[config.mk]
export PLATFORM = sky130hd
export DESIGN_NAME = instr_format_decode
export DESIGN_NICKNAME = d
export VERILOG_FILES = /design/src/logic/instr_decode_pkg.sv /design/src/logic/instr_format_decode.sv /design/src/logic/lane_select.sv /design/src/logic/mul_tracker.sv
export SDC_FILE = /design/constraint.sdc
export NUM_CORES = 1
export LEC_CHECK = 0
export ABC_AREA = 1
export BUFFER_PORTS_ARGS = -buffer_cell sky130_fd_sc_hd__buf_2
export CORE_ASPECT_RATIO = 1.1
export CORE_MARGIN = 5
export CORE_UTILIZATION = 45
export DETAILED_ROUTE_END_ITERATION = 10
export PLACE_DENSITY = 0.71
export SYNTH_ARGS = -nofsm -noshare
export SYNTH_HDL_FRONTEND = slang
export SYNTH_SLANG_ARGS = --single-unit
[constraint.sdc]
create_clock -name clk_sys -period 11.2 [get_ports clk_sys]
set_clock_uncertainty 0.05 [all_clocks]
set_input_delay 1.12 -clock clk_sys [delete_from_list [all_inputs] [get_ports clk_sys]]
set_output_delay 1.12 -clock clk_sys [all_outputs]
set_load 0.02 [all_outputs]
[src/logic/instr_decode_pkg.sv]
// shared constants for the instruction format decoder
package instr_decode_pkg;
  localparam int WORD_W = 32;
  localparam int IMM_W = 16;
  localparam int TGT_W = 26;
  localparam int IDX_W = 5;
  localparam int CODE_W = 6;
  // field positions
  localparam int PRIM_LSB = 26;
  localparam int SRCA_LSB = 21;
  localparam int SECOND_LSB = 16;
  localparam int DEST_LSB = 11;
  localparam int SHIFT_LSB = 6;
  localparam int MINOR_LSB = 0;
  // primary codes used here
  localparam logic [5:0] PRIM_SPECIAL = 6'h00;
  localparam logic [5:0] PRIM_JUMP = 6'h02;
  localparam logic [5:0] PRIM_JUMP_LINK = 6'h03;
  localparam logic [5:0] PRIM_LOAD_BYTE = 6'h20;
  localparam logic [5:0] PRIM_LOAD_HALF = 6'h21;
  localparam logic [5:0] PRIM_LOAD_LEFT = 6'h22;
  localparam logic [5:0] PRIM_LOAD_WORD = 6'h23;
  localparam logic [5:0] PRIM_LOAD_BYTE_U = 6'h24;
  localparam logic [5:0] PRIM_LOAD_HALF_U = 6'h25;
  localparam logic [5:0] PRIM_LOAD_RIGHT = 6'h26;
  localparam logic [5:0] PRIM_STORE_BYTE = 6'h28;
  localparam logic [5:0] PRIM_STORE_HALF = 6'h29;
  localparam logic [5:0] PRIM_STORE_LEFT = 6'h2a;
  localparam logic [5:0] PRIM_STORE_WORD = 6'h2b;
  localparam logic [5:0] PRIM_STORE_RIGHT = 6'h2e;
  localparam logic [5:0] PRIM_LOAD_LINKED = 6'h30;
  localparam logic [5:0] PRIM_STORE_COND = 6'h38;
  // minor codes of the multiply unit
  localparam logic [5:0] MINOR_READ_UPPER = 6'h10;
  localparam logic [5:0] MINOR_READ_BOTTOM = 6'h12;
  localparam logic [5:0] MINOR_MULT = 6'h18;
  localparam logic [5:0] MINOR_MULT_U = 6'h19;
  // multiplier latency in cycles after issue
  localparam int MUL_LAT = 4;
  localparam logic [3:0] MUL_CNT_RST = 4'h0;
  localparam logic [1:0] ENDIAN_LITTLE = 2'h0;
  // access sizes
  typedef enum logic [3:0] {
    SIZE_BYTE = 4'h1,
    SIZE_HALF = 4'h2,
    SIZE_TRIPLE = 4'h4,
    SIZE_WORD = 4'h8
  } access_size_type;
endpackage

[src/logic/instr_format_decode.sv]
// instruction word decoder with load/store lanes and pipeline interlocks
`timescale 1ns/1ps
module instr_format_decode
  import instr_decode_pkg::*;
(
  input wire logic clk_sys,
  input wire logic rst_b,
  input wire logic instr_valid,
  input wire logic [31:0] instr_word,
  input wire logic [31:0] instr_pc,
  input wire logic [31:0] src_a_value,
  input wire logic [31:0] second_value,
  input wire logic [31:0] store_value,
  input wire logic big_endian,
  output logic stall,
  output logic fetch_err,
  output logic [5:0] primary_code_field,
  output logic [4:0] source_a_index,
  output logic [4:0] second_operand_index,
  output logic [4:0] dest_index,
  output logic [4:0] shift_count_field,
  output logic [5:0] minor_code_field,
  output logic [15:0] imm_field,
  output logic [25:0] jump_field,
  output logic [31:0] operand_b,
  output logic [31:0] jump_target,
  output logic [31:0] branch_target,
  output logic mem_valid,
  output logic mem_write,
  output logic [3:0] mem_lanes,
  output logic [31:0] mem_addr,
  output logic [31:0] mem_wdata,
  output logic addr_err,
  output logic mul_issue
);
  logic rst_meta_r;
  logic rst_sync_r;
  logic rst_n;
  // held decode state
  logic [31:0] word_r;
  logic [31:0] word_nxt;
  logic [31:0] pc_r;
  logic [31:0] pc_nxt;
  logic [31:0] opb_r;
  logic [31:0] opb_nxt;
  logic [31:0] jt_r;
  logic [31:0] jt_nxt;
  logic [31:0] bt_r;
  logic [31:0] bt_nxt;
  logic ferr_r;
  logic ferr_nxt;
  logic mv_r;
  logic mv_nxt;
  logic mw_r;
  logic mw_nxt;
  logic [3:0] ml_r;
  logic [3:0] ml_nxt;
  logic [31:0] ma_r;
  logic [31:0] ma_nxt;
  logic [31:0] md_r;
  logic [31:0] md_nxt;
  logic ae_r;
  logic ae_nxt;
  logic mi_r;
  logic mi_nxt;
  logic stall_r;
  logic stall_nxt;
  // previous load destination
  logic load_pend_r;
  logic load_pend_nxt;
  logic [4:0] load_dst_r;
  logic [4:0] load_dst_nxt;
  // decode of the incoming word
  logic [5:0] prim;
  logic [5:0] minor;
  logic is_load;
  logic is_store;
  logic is_mem;
  logic is_reg_fmt;
  access_size_type size;
  logic [31:0] eff_addr;
  logic [3:0] lanes;
  logic lane_err;
  logic is_mult;
  logic is_read_prod;
  logic mul_busy;
  logic mul_done;
  logic load_use;
  logic prod_wait;
  logic take;
  logic [1:0] rot;
  logic [1:0] span;

  // reset release through two flops
  always_ff @(posedge clk_sys or negedge rst_b)
  begin
    if (!rst_b)
    begin
      rst_meta_r <= 1'b0;
      rst_sync_r <= 1'b0;
    end
    else
    begin
      rst_meta_r <= 1'b1;
      rst_sync_r <= rst_meta_r;
    end
  end
  assign rst_n = rst_sync_r;

  assign prim = instr_word[31:PRIM_LSB];
  assign minor = instr_word[5:MINOR_LSB];
  assign is_reg_fmt = (prim == PRIM_SPECIAL);

  always_comb
  begin
    is_load = 1'b0;
    is_store = 1'b0;
    size = SIZE_WORD;
    unique case (prim)
      PRIM_LOAD_BYTE, PRIM_LOAD_BYTE_U:
      begin
        is_load = 1'b1;
        size = SIZE_BYTE;
      end
      PRIM_LOAD_HALF, PRIM_LOAD_HALF_U:
      begin
        is_load = 1'b1;
        size = SIZE_HALF;
      end
      PRIM_LOAD_LEFT, PRIM_LOAD_RIGHT:
      begin
        is_load = 1'b1;
        size = SIZE_TRIPLE;
      end
      PRIM_LOAD_WORD, PRIM_LOAD_LINKED:
      begin
        is_load = 1'b1;
      end
      PRIM_STORE_BYTE:
      begin
        is_store = 1'b1;
        size = SIZE_BYTE;
      end
      PRIM_STORE_HALF:
      begin
        is_store = 1'b1;
        size = SIZE_HALF;
      end
      PRIM_STORE_LEFT, PRIM_STORE_RIGHT:
      begin
        is_store = 1'b1;
        size = SIZE_TRIPLE;
      end
      PRIM_STORE_WORD, PRIM_STORE_COND:
      begin
        is_store = 1'b1;
      end
      default:
      begin
        is_load = 1'b0;
      end
    endcase
  end
  assign is_mem = is_load | is_store;
  assign eff_addr = src_a_value + {{16{instr_word[15]}}, instr_word[15:0]};

  lane_select u_lanes (
    .size(size),
    .addr_low(eff_addr[2:0]),
    .big_endian(big_endian),
    .lanes(lanes),
    .addr_err(lane_err)
  );

  // multiplies run in the side unit
  assign is_mult = is_reg_fmt && (minor == MINOR_MULT || minor == MINOR_MULT_U);
  assign is_read_prod = is_reg_fmt && (minor == MINOR_READ_UPPER || minor == MINOR_READ_BOTTOM);

  mul_tracker #(
    .LAT(MUL_LAT)
  ) u_mul (
    .clk_sys(clk_sys),
    .rst_n(rst_n),
    .issue(mi_nxt),
    .busy(mul_busy),
    .done(mul_done)
  );

  assign load_use = instr_valid && load_pend_r && (load_dst_r != 5'h00)
    && (instr_word[25:21] == load_dst_r || instr_word[20:16] == load_dst_r);
  // product read waits for the multiplier
  assign prod_wait = instr_valid && is_read_prod && mul_busy && !mul_done;
  assign take = instr_valid && !load_use && !prod_wait;
  // lane of the field's least significant byte; big endian counts back over the field length
  assign span = (size == SIZE_WORD) ? 2'h3 : (size == SIZE_TRIPLE) ? 2'h2 :
    (size == SIZE_HALF) ? 2'h1 : 2'h0;
  assign rot = big_endian ? 2'(~eff_addr[1:0] - span) : eff_addr[1:0];

  // next decode state
  always_comb
  begin
    word_nxt = word_r;
    pc_nxt = pc_r;
    opb_nxt = opb_r;
    jt_nxt = jt_r;
    bt_nxt = bt_r;
    ferr_nxt = 1'b0;
    mv_nxt = 1'b0;
    mw_nxt = 1'b0;
    ml_nxt = 4'h0;
    ma_nxt = ma_r;
    md_nxt = md_r;
    ae_nxt = 1'b0;
    mi_nxt = 1'b0;
    stall_nxt = instr_valid && !take;
    load_pend_nxt = 1'b0;
    load_dst_nxt = load_dst_r;
    if (take)
    begin
      word_nxt = instr_word;
      pc_nxt = instr_pc;
      ferr_nxt = (instr_pc[1:0] != 2'h0);
      opb_nxt = is_reg_fmt ? second_value : {{16{instr_word[15]}}, instr_word[15:0]};
      // jump target from pc top bits
      jt_nxt = {instr_pc[31:28], instr_word[25:0], 2'h0};
      bt_nxt = (instr_pc + 32'h4) + {{14{instr_word[15]}}, instr_word[15:0], 2'h0};
      ma_nxt = eff_addr;
      ae_nxt = is_mem && lane_err;
      mv_nxt = is_mem && !lane_err;
      mw_nxt = is_store && !lane_err;
      ml_nxt = is_mem ? lanes : 4'h0;
      // store data shifted so its low byte meets the field's least significant lane
      md_nxt = store_value << {rot, 3'h0};
      mi_nxt = is_mult;
      load_pend_nxt = is_load && !lane_err;
      load_dst_nxt = instr_word[20:16];
    end
    else if (load_use)
    begin
      // clear the load pending after one bubble so the consumer is taken next
      load_pend_nxt = 1'b0;
    end
  end

  always_ff @(posedge clk_sys or negedge rst_n)
  begin
    if (!rst_n)
    begin
      word_r <= 32'h0;
      pc_r <= 32'h0;
      opb_r <= 32'h0;
      jt_r <= 32'h0;
      bt_r <= 32'h0;
      ferr_r <= 1'b0;
      mv_r <= 1'b0;
      mw_r <= 1'b0;
      ml_r <= 4'h0;
      ma_r <= 32'h0;
      md_r <= 32'h0;
      ae_r <= 1'b0;
      mi_r <= 1'b0;
      stall_r <= 1'b0;
      load_pend_r <= 1'b0;
      load_dst_r <= 5'h00;
    end
    else
    begin
      word_r <= word_nxt;
      pc_r <= pc_nxt;
      opb_r <= opb_nxt;
      jt_r <= jt_nxt;
      bt_r <= bt_nxt;
      ferr_r <= ferr_nxt;
      mv_r <= mv_nxt;
      mw_r <= mw_nxt;
      ml_r <= ml_nxt;
      ma_r <= ma_nxt;
      md_r <= md_nxt;
      ae_r <= ae_nxt;
      mi_r <= mi_nxt;
      stall_r <= stall_nxt;
      load_pend_r <= load_pend_nxt;
      load_dst_r <= load_dst_nxt;
    end
  end

  assign jump_field = word_r[25:0];
  assign primary_code_field = word_r[31:PRIM_LSB];
  assign source_a_index = word_r[25:SRCA_LSB];
  assign second_operand_index = word_r[20:SECOND_LSB];
  assign dest_index = word_r[15:DEST_LSB];
  assign shift_count_field = word_r[10:SHIFT_LSB];
  assign minor_code_field = word_r[5:MINOR_LSB];
  assign imm_field = word_r[15:0];
  assign operand_b = opb_r;
  assign jump_target = jt_r;
  assign branch_target = bt_r;
  assign fetch_err = ferr_r;
  assign mem_valid = mv_r;
  assign mem_write = mw_r;
  assign mem_lanes = ml_r;
  assign mem_addr = ma_r;
  assign mem_wdata = md_r;
  assign addr_err = ae_r;
  assign mul_issue = mi_r;
  assign stall = stall_r;

  // error and access never together
  err_blocks_access_a: assert property (@(posedge clk_sys) disable iff (!rst_n)
    addr_err |-> !mem_valid && mem_lanes == 4'h0)
    else $error("address error with access");
  // load use gives a stall
  load_use_stall_a: assert property (@(posedge clk_sys) disable iff (!rst_n)
    load_use |=> stall)
    else $error("load use not stalled");
  // product read stalls while busy, except in the done cycle
  prod_read_stall_a: assert property (@(posedge clk_sys) disable iff (!rst_n)
    prod_wait |=> stall ##0 !mul_issue)
    else $error("early product read not stalled");
  // word access only full lanes
  word_lanes_a: assert property (@(posedge clk_sys) disable iff (!rst_n)
    (take && is_mem && size == SIZE_WORD && !lane_err) |=> mem_lanes == 4'hf)
    else $error("word lanes wrong");
  // jump target top bits
  jump_target_a: assert property (@(posedge clk_sys) disable iff (!rst_n)
    take |=> jump_target == {pc_r[31:28], word_r[25:0], 2'h0})
    else $error("jump target wrong");
  // multiply issue shows the tracker busy
  mul_flow_a: assert property (@(posedge clk_sys) disable iff (!rst_n)
    mul_issue |-> mul_busy)
    else $error("multiply not tracked");
  // byte lane mirrored by order
  byte_mirror_a: assert property (@(posedge clk_sys) disable iff (!rst_n)
    (take && is_mem && size == SIZE_BYTE && !lane_err && big_endian && eff_addr[1:0] == 2'h0)
    |=> mem_lanes == 4'h8)
    else $error("big endian byte lane wrong");
  // immediate operand sign extended
  imm_operand_a: assert property (@(posedge clk_sys) disable iff (!rst_n)
    (take && !is_reg_fmt) |=> operand_b == {{16{imm_field[15]}}, imm_field})
    else $error("immediate operand wrong");
endmodule

[src/logic/lane_select.sv]
// byte lane selector and alignment check for loads and stores
`timescale 1ns/1ps
module lane_select
  import instr_decode_pkg::*;
(
  input wire access_size_type size,
  input wire logic [2:0] addr_low,
  input wire logic big_endian,
  output logic [3:0] lanes,
  output logic addr_err
);
  logic [3:0] le_lanes;

  // lanes in little-endian numbering, then mirrored for big endian
  always_comb
  begin
    le_lanes = 4'h0;
    addr_err = 1'b0;
    unique case (size)
      SIZE_WORD:
      begin
        le_lanes = 4'hf;
        addr_err = (addr_low != 3'h0);
      end
      SIZE_TRIPLE:
      begin
        le_lanes = addr_low[0] ? 4'he : 4'h7;
        addr_err = (addr_low[2:1] != 2'h0);
      end
      SIZE_HALF:
      begin
        le_lanes = addr_low[1] ? 4'hc : 4'h3;
        addr_err = addr_low[2] | addr_low[0];
      end
      SIZE_BYTE:
      begin
        le_lanes = 4'h1 << addr_low[1:0];
        addr_err = addr_low[2];
      end
      default:
      begin
        le_lanes = 4'h0;
        addr_err = 1'b1;
      end
    endcase
    lanes = big_endian ? {le_lanes[0], le_lanes[1], le_lanes[2], le_lanes[3]} : le_lanes;
    if (addr_err)
    begin
      lanes = 4'h0;
    end
  end
endmodule

[src/logic/mul_tracker.sv]
// multiplier busy tracker for the product read interlock
`timescale 1ns/1ps
module mul_tracker
  import instr_decode_pkg::*;
#(
  parameter int LAT = MUL_LAT
)
(
  input wire logic clk_sys,
  input wire logic rst_n,
  input wire logic issue,
  output logic busy,
  output logic done
);
  logic [3:0] cnt_r;
  logic [3:0] cnt_nxt;

  // count down the product latency
  always_comb
  begin
    cnt_nxt = cnt_r;
    if (issue)
    begin
      cnt_nxt = 4'(LAT);
    end
    else if (cnt_r != 4'h0)
    begin
      cnt_nxt = cnt_r - 4'h1;
    end
  end

  always_ff @(posedge clk_sys or negedge rst_n)
  begin
    if (!rst_n)
    begin
      cnt_r <= MUL_CNT_RST;
    end
    else
    begin
      cnt_r <= cnt_nxt;
    end
  end

  assign busy = (cnt_r != 4'h0);
  assign done = (cnt_r == 4'h1);
endmodule

==> metrics.md <==
| Metric | Value |
|---|---|
| Fin crit period | about 4000 ps |
| CTS clk-pin slew, worst paths | 70 ps |
| Gr busiest metal | met2 |
| Total Die Area | 0.03407 mm² |
| Switching Fraction | 0.4016 |
| Logic gate share of total power | 0.366 |
| CP most frequent cell | inv_2 |
| Clock network fraction of total power | 0.274 |
| Met2 Track Usage GR | 0.4440 |
| Critical-path cell list | buf_2 > inv_2 > nand2_1 > nor3_2 > nand2_2 > inv_2 > nand2_2 > inv_2 > nor2_4 > buf_4 > nand2_1 > nor2_1 |
| Met1 usage | 0.3094 |
| Post-synthesis sequential area ratio | 0.3303 |
| Pleak | roughly 9.7 nW |
| Final hold viol count | 0 |
| Warnings, synthesis | 0 |
| Overall die width | 176.5 µm |
| Core ar. | ~0.030 mm² |
| Post-DP HPWL | around 35000 µm |
| CP endpoint kind | flop |
| Grt ovf | 0 |
| Relative slew slack | 0.3201 |
| RSZ-0062 raised after global routing | no |
| Root Driver | clkbuf_16 |
| Num CTS Buffers | 17 |
| Post-DP Area | 0.01546 mm² |
| Peak supply drop | 0.00009596 V |
| Run status | finished, final reports clean |
| Routed vias | about 14000 |
| Slowest stage delay, CP | around 830 ps |
| Htree depth | 4 |
| Slowest CP cell | buf_4 |
| Synth async-reset ratio | 1.000 |
| Synthesized instance count | 2107 |
| Initial DRC count | 937 |
| Area growth, synth to finish | 17.19% |
| Filler cells | between 3000 and 4000 |
| Post-CTS setup buffers | 0 |
| RD Place Congestion | 0.9663 |
| Final instance area | between 0.015 and 0.02 mm² |
| CTS tree | yes |
| Non-Filler Instances | 2846 |
| Drt total wl | 44280 µm |
| Post-CTS sizing | 0 |
| Worst hold path class | flop to asynchronous set/reset pin |
| Count of cell types in the netlist | 34 |
| Post-synth EDFFs | 0 |
| Nets | 2672 |
| Seq pwr share | 0.360 |
| Vias in the first global route | about 13000 |
| Fin Setup TNS | 0 ps |
| Fmax | 253.0 MHz |
| Clk_lat worst skew | 440 ps |
| FP Rows | 67 |
| CTS Buffer Depth | 2 |
| Synth Area per Inst | 6.509 µm² |
| Dpl cells | 2810 |
| Initial Util | 0.4532 |
| Post-synthesis register bit count | ~180 |
| Met3 usage | 0.06377 |
| Power Density | 141.7 mW/mm² |
| Via/cell ratio | roughly 5 |
| Layout cells sized above 1 | 0.1907 |
| Crit start category | input port |
| Wire per inst | approximately 16 µm |
| Initial antenna violation count | 8 |
| Die height | 193.1 µm |
| Post-synth top flop | dfrtp_1 |
| First-pass GRT wire length | a little under 70000 µm |
| Total power | 2.277 mW |
| Worst Tran Pin Value | 1020 ps |
| Crit Path Category | input port to flop |
| GRT Util Overall | 0.2544 |
| Max Slew Vio Count | 0 |
| Total of max-cap violations | 0 |
| Crit path DAT | 4270 ps |
| CP Max Fanout | 77 |
| Largest net degree at the start of global routing | between 100 and 150 |
| Most frequent cells in the layout | nand2_1 (913), buf_2 (405), inv_1 (296) |
| Pint | 1.363 mW |
| CTS Sinks | 181 |
| Commonest non-fill, non-tap cell in the layout | nand2_1 |
| Port buffer count | 405 |
| Cts hold-fix bufs | 0 |
| Required time worst endpoint | roughly 12000 ps |
| DP Worst Slack | 6780 ps |
| # IOs | around 410 |
| DRT Pass-1 Iters | 6 |
| Final setup fails | 0 |
| Synthesized cell area | 0.01371 mm² |
| Final setup margin | 7248 ps |
| Antenna viol nets, final | 0 |
| DRC viols | 0 |
| Switching pwr | 0.9143 mW |
| Fin crit share | 0.3529 |
## per-layer routing
layer	vias up	routed length, µm	share of wire
met4	8	1211	0.027
met3	88	3473	0.078
met2	496	21430	0.48
met1	6341	18110	0.41
li1	7029	-	-
met5	-	54	0.0012
## synthesized netlist by cell type (2+ instances only)
cell	n	area (µm²)
nor3_1	12	60.06
buf_6	3	33.78
inv_1	296	1111
a21oi_1	33	165.2
buf_4	93	698.2
fa_1	2	40.04
o21ai_1	63	315.3
nand3_1	119	595.6
conb_1	2	7.510
xnor2_1	29	254.0
o211ai_1	2	15.01
o21ai_0	37	185.2
inv_2	10	37.54
o21bai_1	3	22.52
and3_1	2	12.51
xor2_1	7	61.31
and2_1	7	43.79
buf_2	22	110.1
a21o_1	3	22.52
nor2_2	2	12.51
clkbuf_1	4	15.01
nand4_1	36	225.2
and2_0	2	12.51
nand2_2	6	37.54
nor2_1	116	435.4
nand3b_1	6	45.04
dfrtp_1	181	4529
nand2_1	913	3427
ha_1	91	1139
## worst max-delay path, delay by kind of cell
family | cells | cell delay, ps
and+or+nand+nor | 7 | 1700
buffers and inverters | 5 | 1410
## path summary, 6_finish.rpt
kind / from / end / slack [ps] / cells past startpoint
max: instr_word[28] / mem_lanes[3] / 7250 / 12
min: rst_n / mem_addr[20] / 270 / 0
max reg2reg: word_r[19] / mem_lanes[3] / 7950 / 10
min reg2reg: rst_n / mem_addr[20] / 270 / 0
max in group asynchronous: rst_n / operand_b[14] / 9460 / 1
min in group clk_sys: rst_meta_r / rst_n / 300 / 0
## area by class of cell
cell class,count,area [µm²],area share
clock buffers,19,432.9,0.02694
well taps,414,518.0,0.03223
multi-input cells,1499,7196,0.4477
repair buffers,410,2064,0.1285
inverters,306,1149,0.07147
clock inverters,13,168.9,0.01051
diodes,4,10.01,0.0006228
flip-flops and latches,181,4533,0.2821
## flip-flops by register name (all words and copies together) (netlist names)
register and count:
rst_meta_r 1, jump_target 4, word_r 32, operand_b 32, u_mul.cnt_r 4, branch_target 32, rst_n 1, mem_valid 1
fetch_err 1, mem_addr 32, addr_err 1, stall 1, mem_lanes 4, mul_issue 1, mem_wdata 32, load_pend_r 1
mem_write 1
## kinds of logic (layout without fill, tap and decap cells)
logic type / Yosys count / in the layout / synth area share
AOI/OAI and AO/OA: 142 / 142 / 0.05355
xor gates and xnor gates: 36 / 36 / 0.02299
adders and majority gates: 93 / 93 / 0.08594
buffers and inverters: 428 / 748 / 0.1462
DFF: 181 / 181 / 0.3303
muxes: 1 / 1 / 0.0007299
other: 2 / 7 / 0.0005476
and+or+nand+nor: 1224 / 1224 / 0.3597
## metrics by stage
stage | utilization | hold WS, ps
after floorplan | - | 281.2
after global placement | 0.5109 | 286.7
after detailed placement | 0.5109 | 285.8
after CTS | 0.5307 | 302.8
after global routing | 0.5310 | 323.3
final | 0.5311 | 267.0
## power by group through the flow
stage          clock network [mW]  logic [mW]  registers [mW]
2_1_floorplan                   0       0.468           0.937
3_3_place_gp                    0       0.822           0.829
3_5_place_dp                    0       0.834           0.829
4_1_cts                     0.638       0.838           0.819
5_1_grt                     0.666       0.925           0.831
6_report                    0.624       0.834           0.819
No activity file was read; power rests on OpenSTA's default activity.
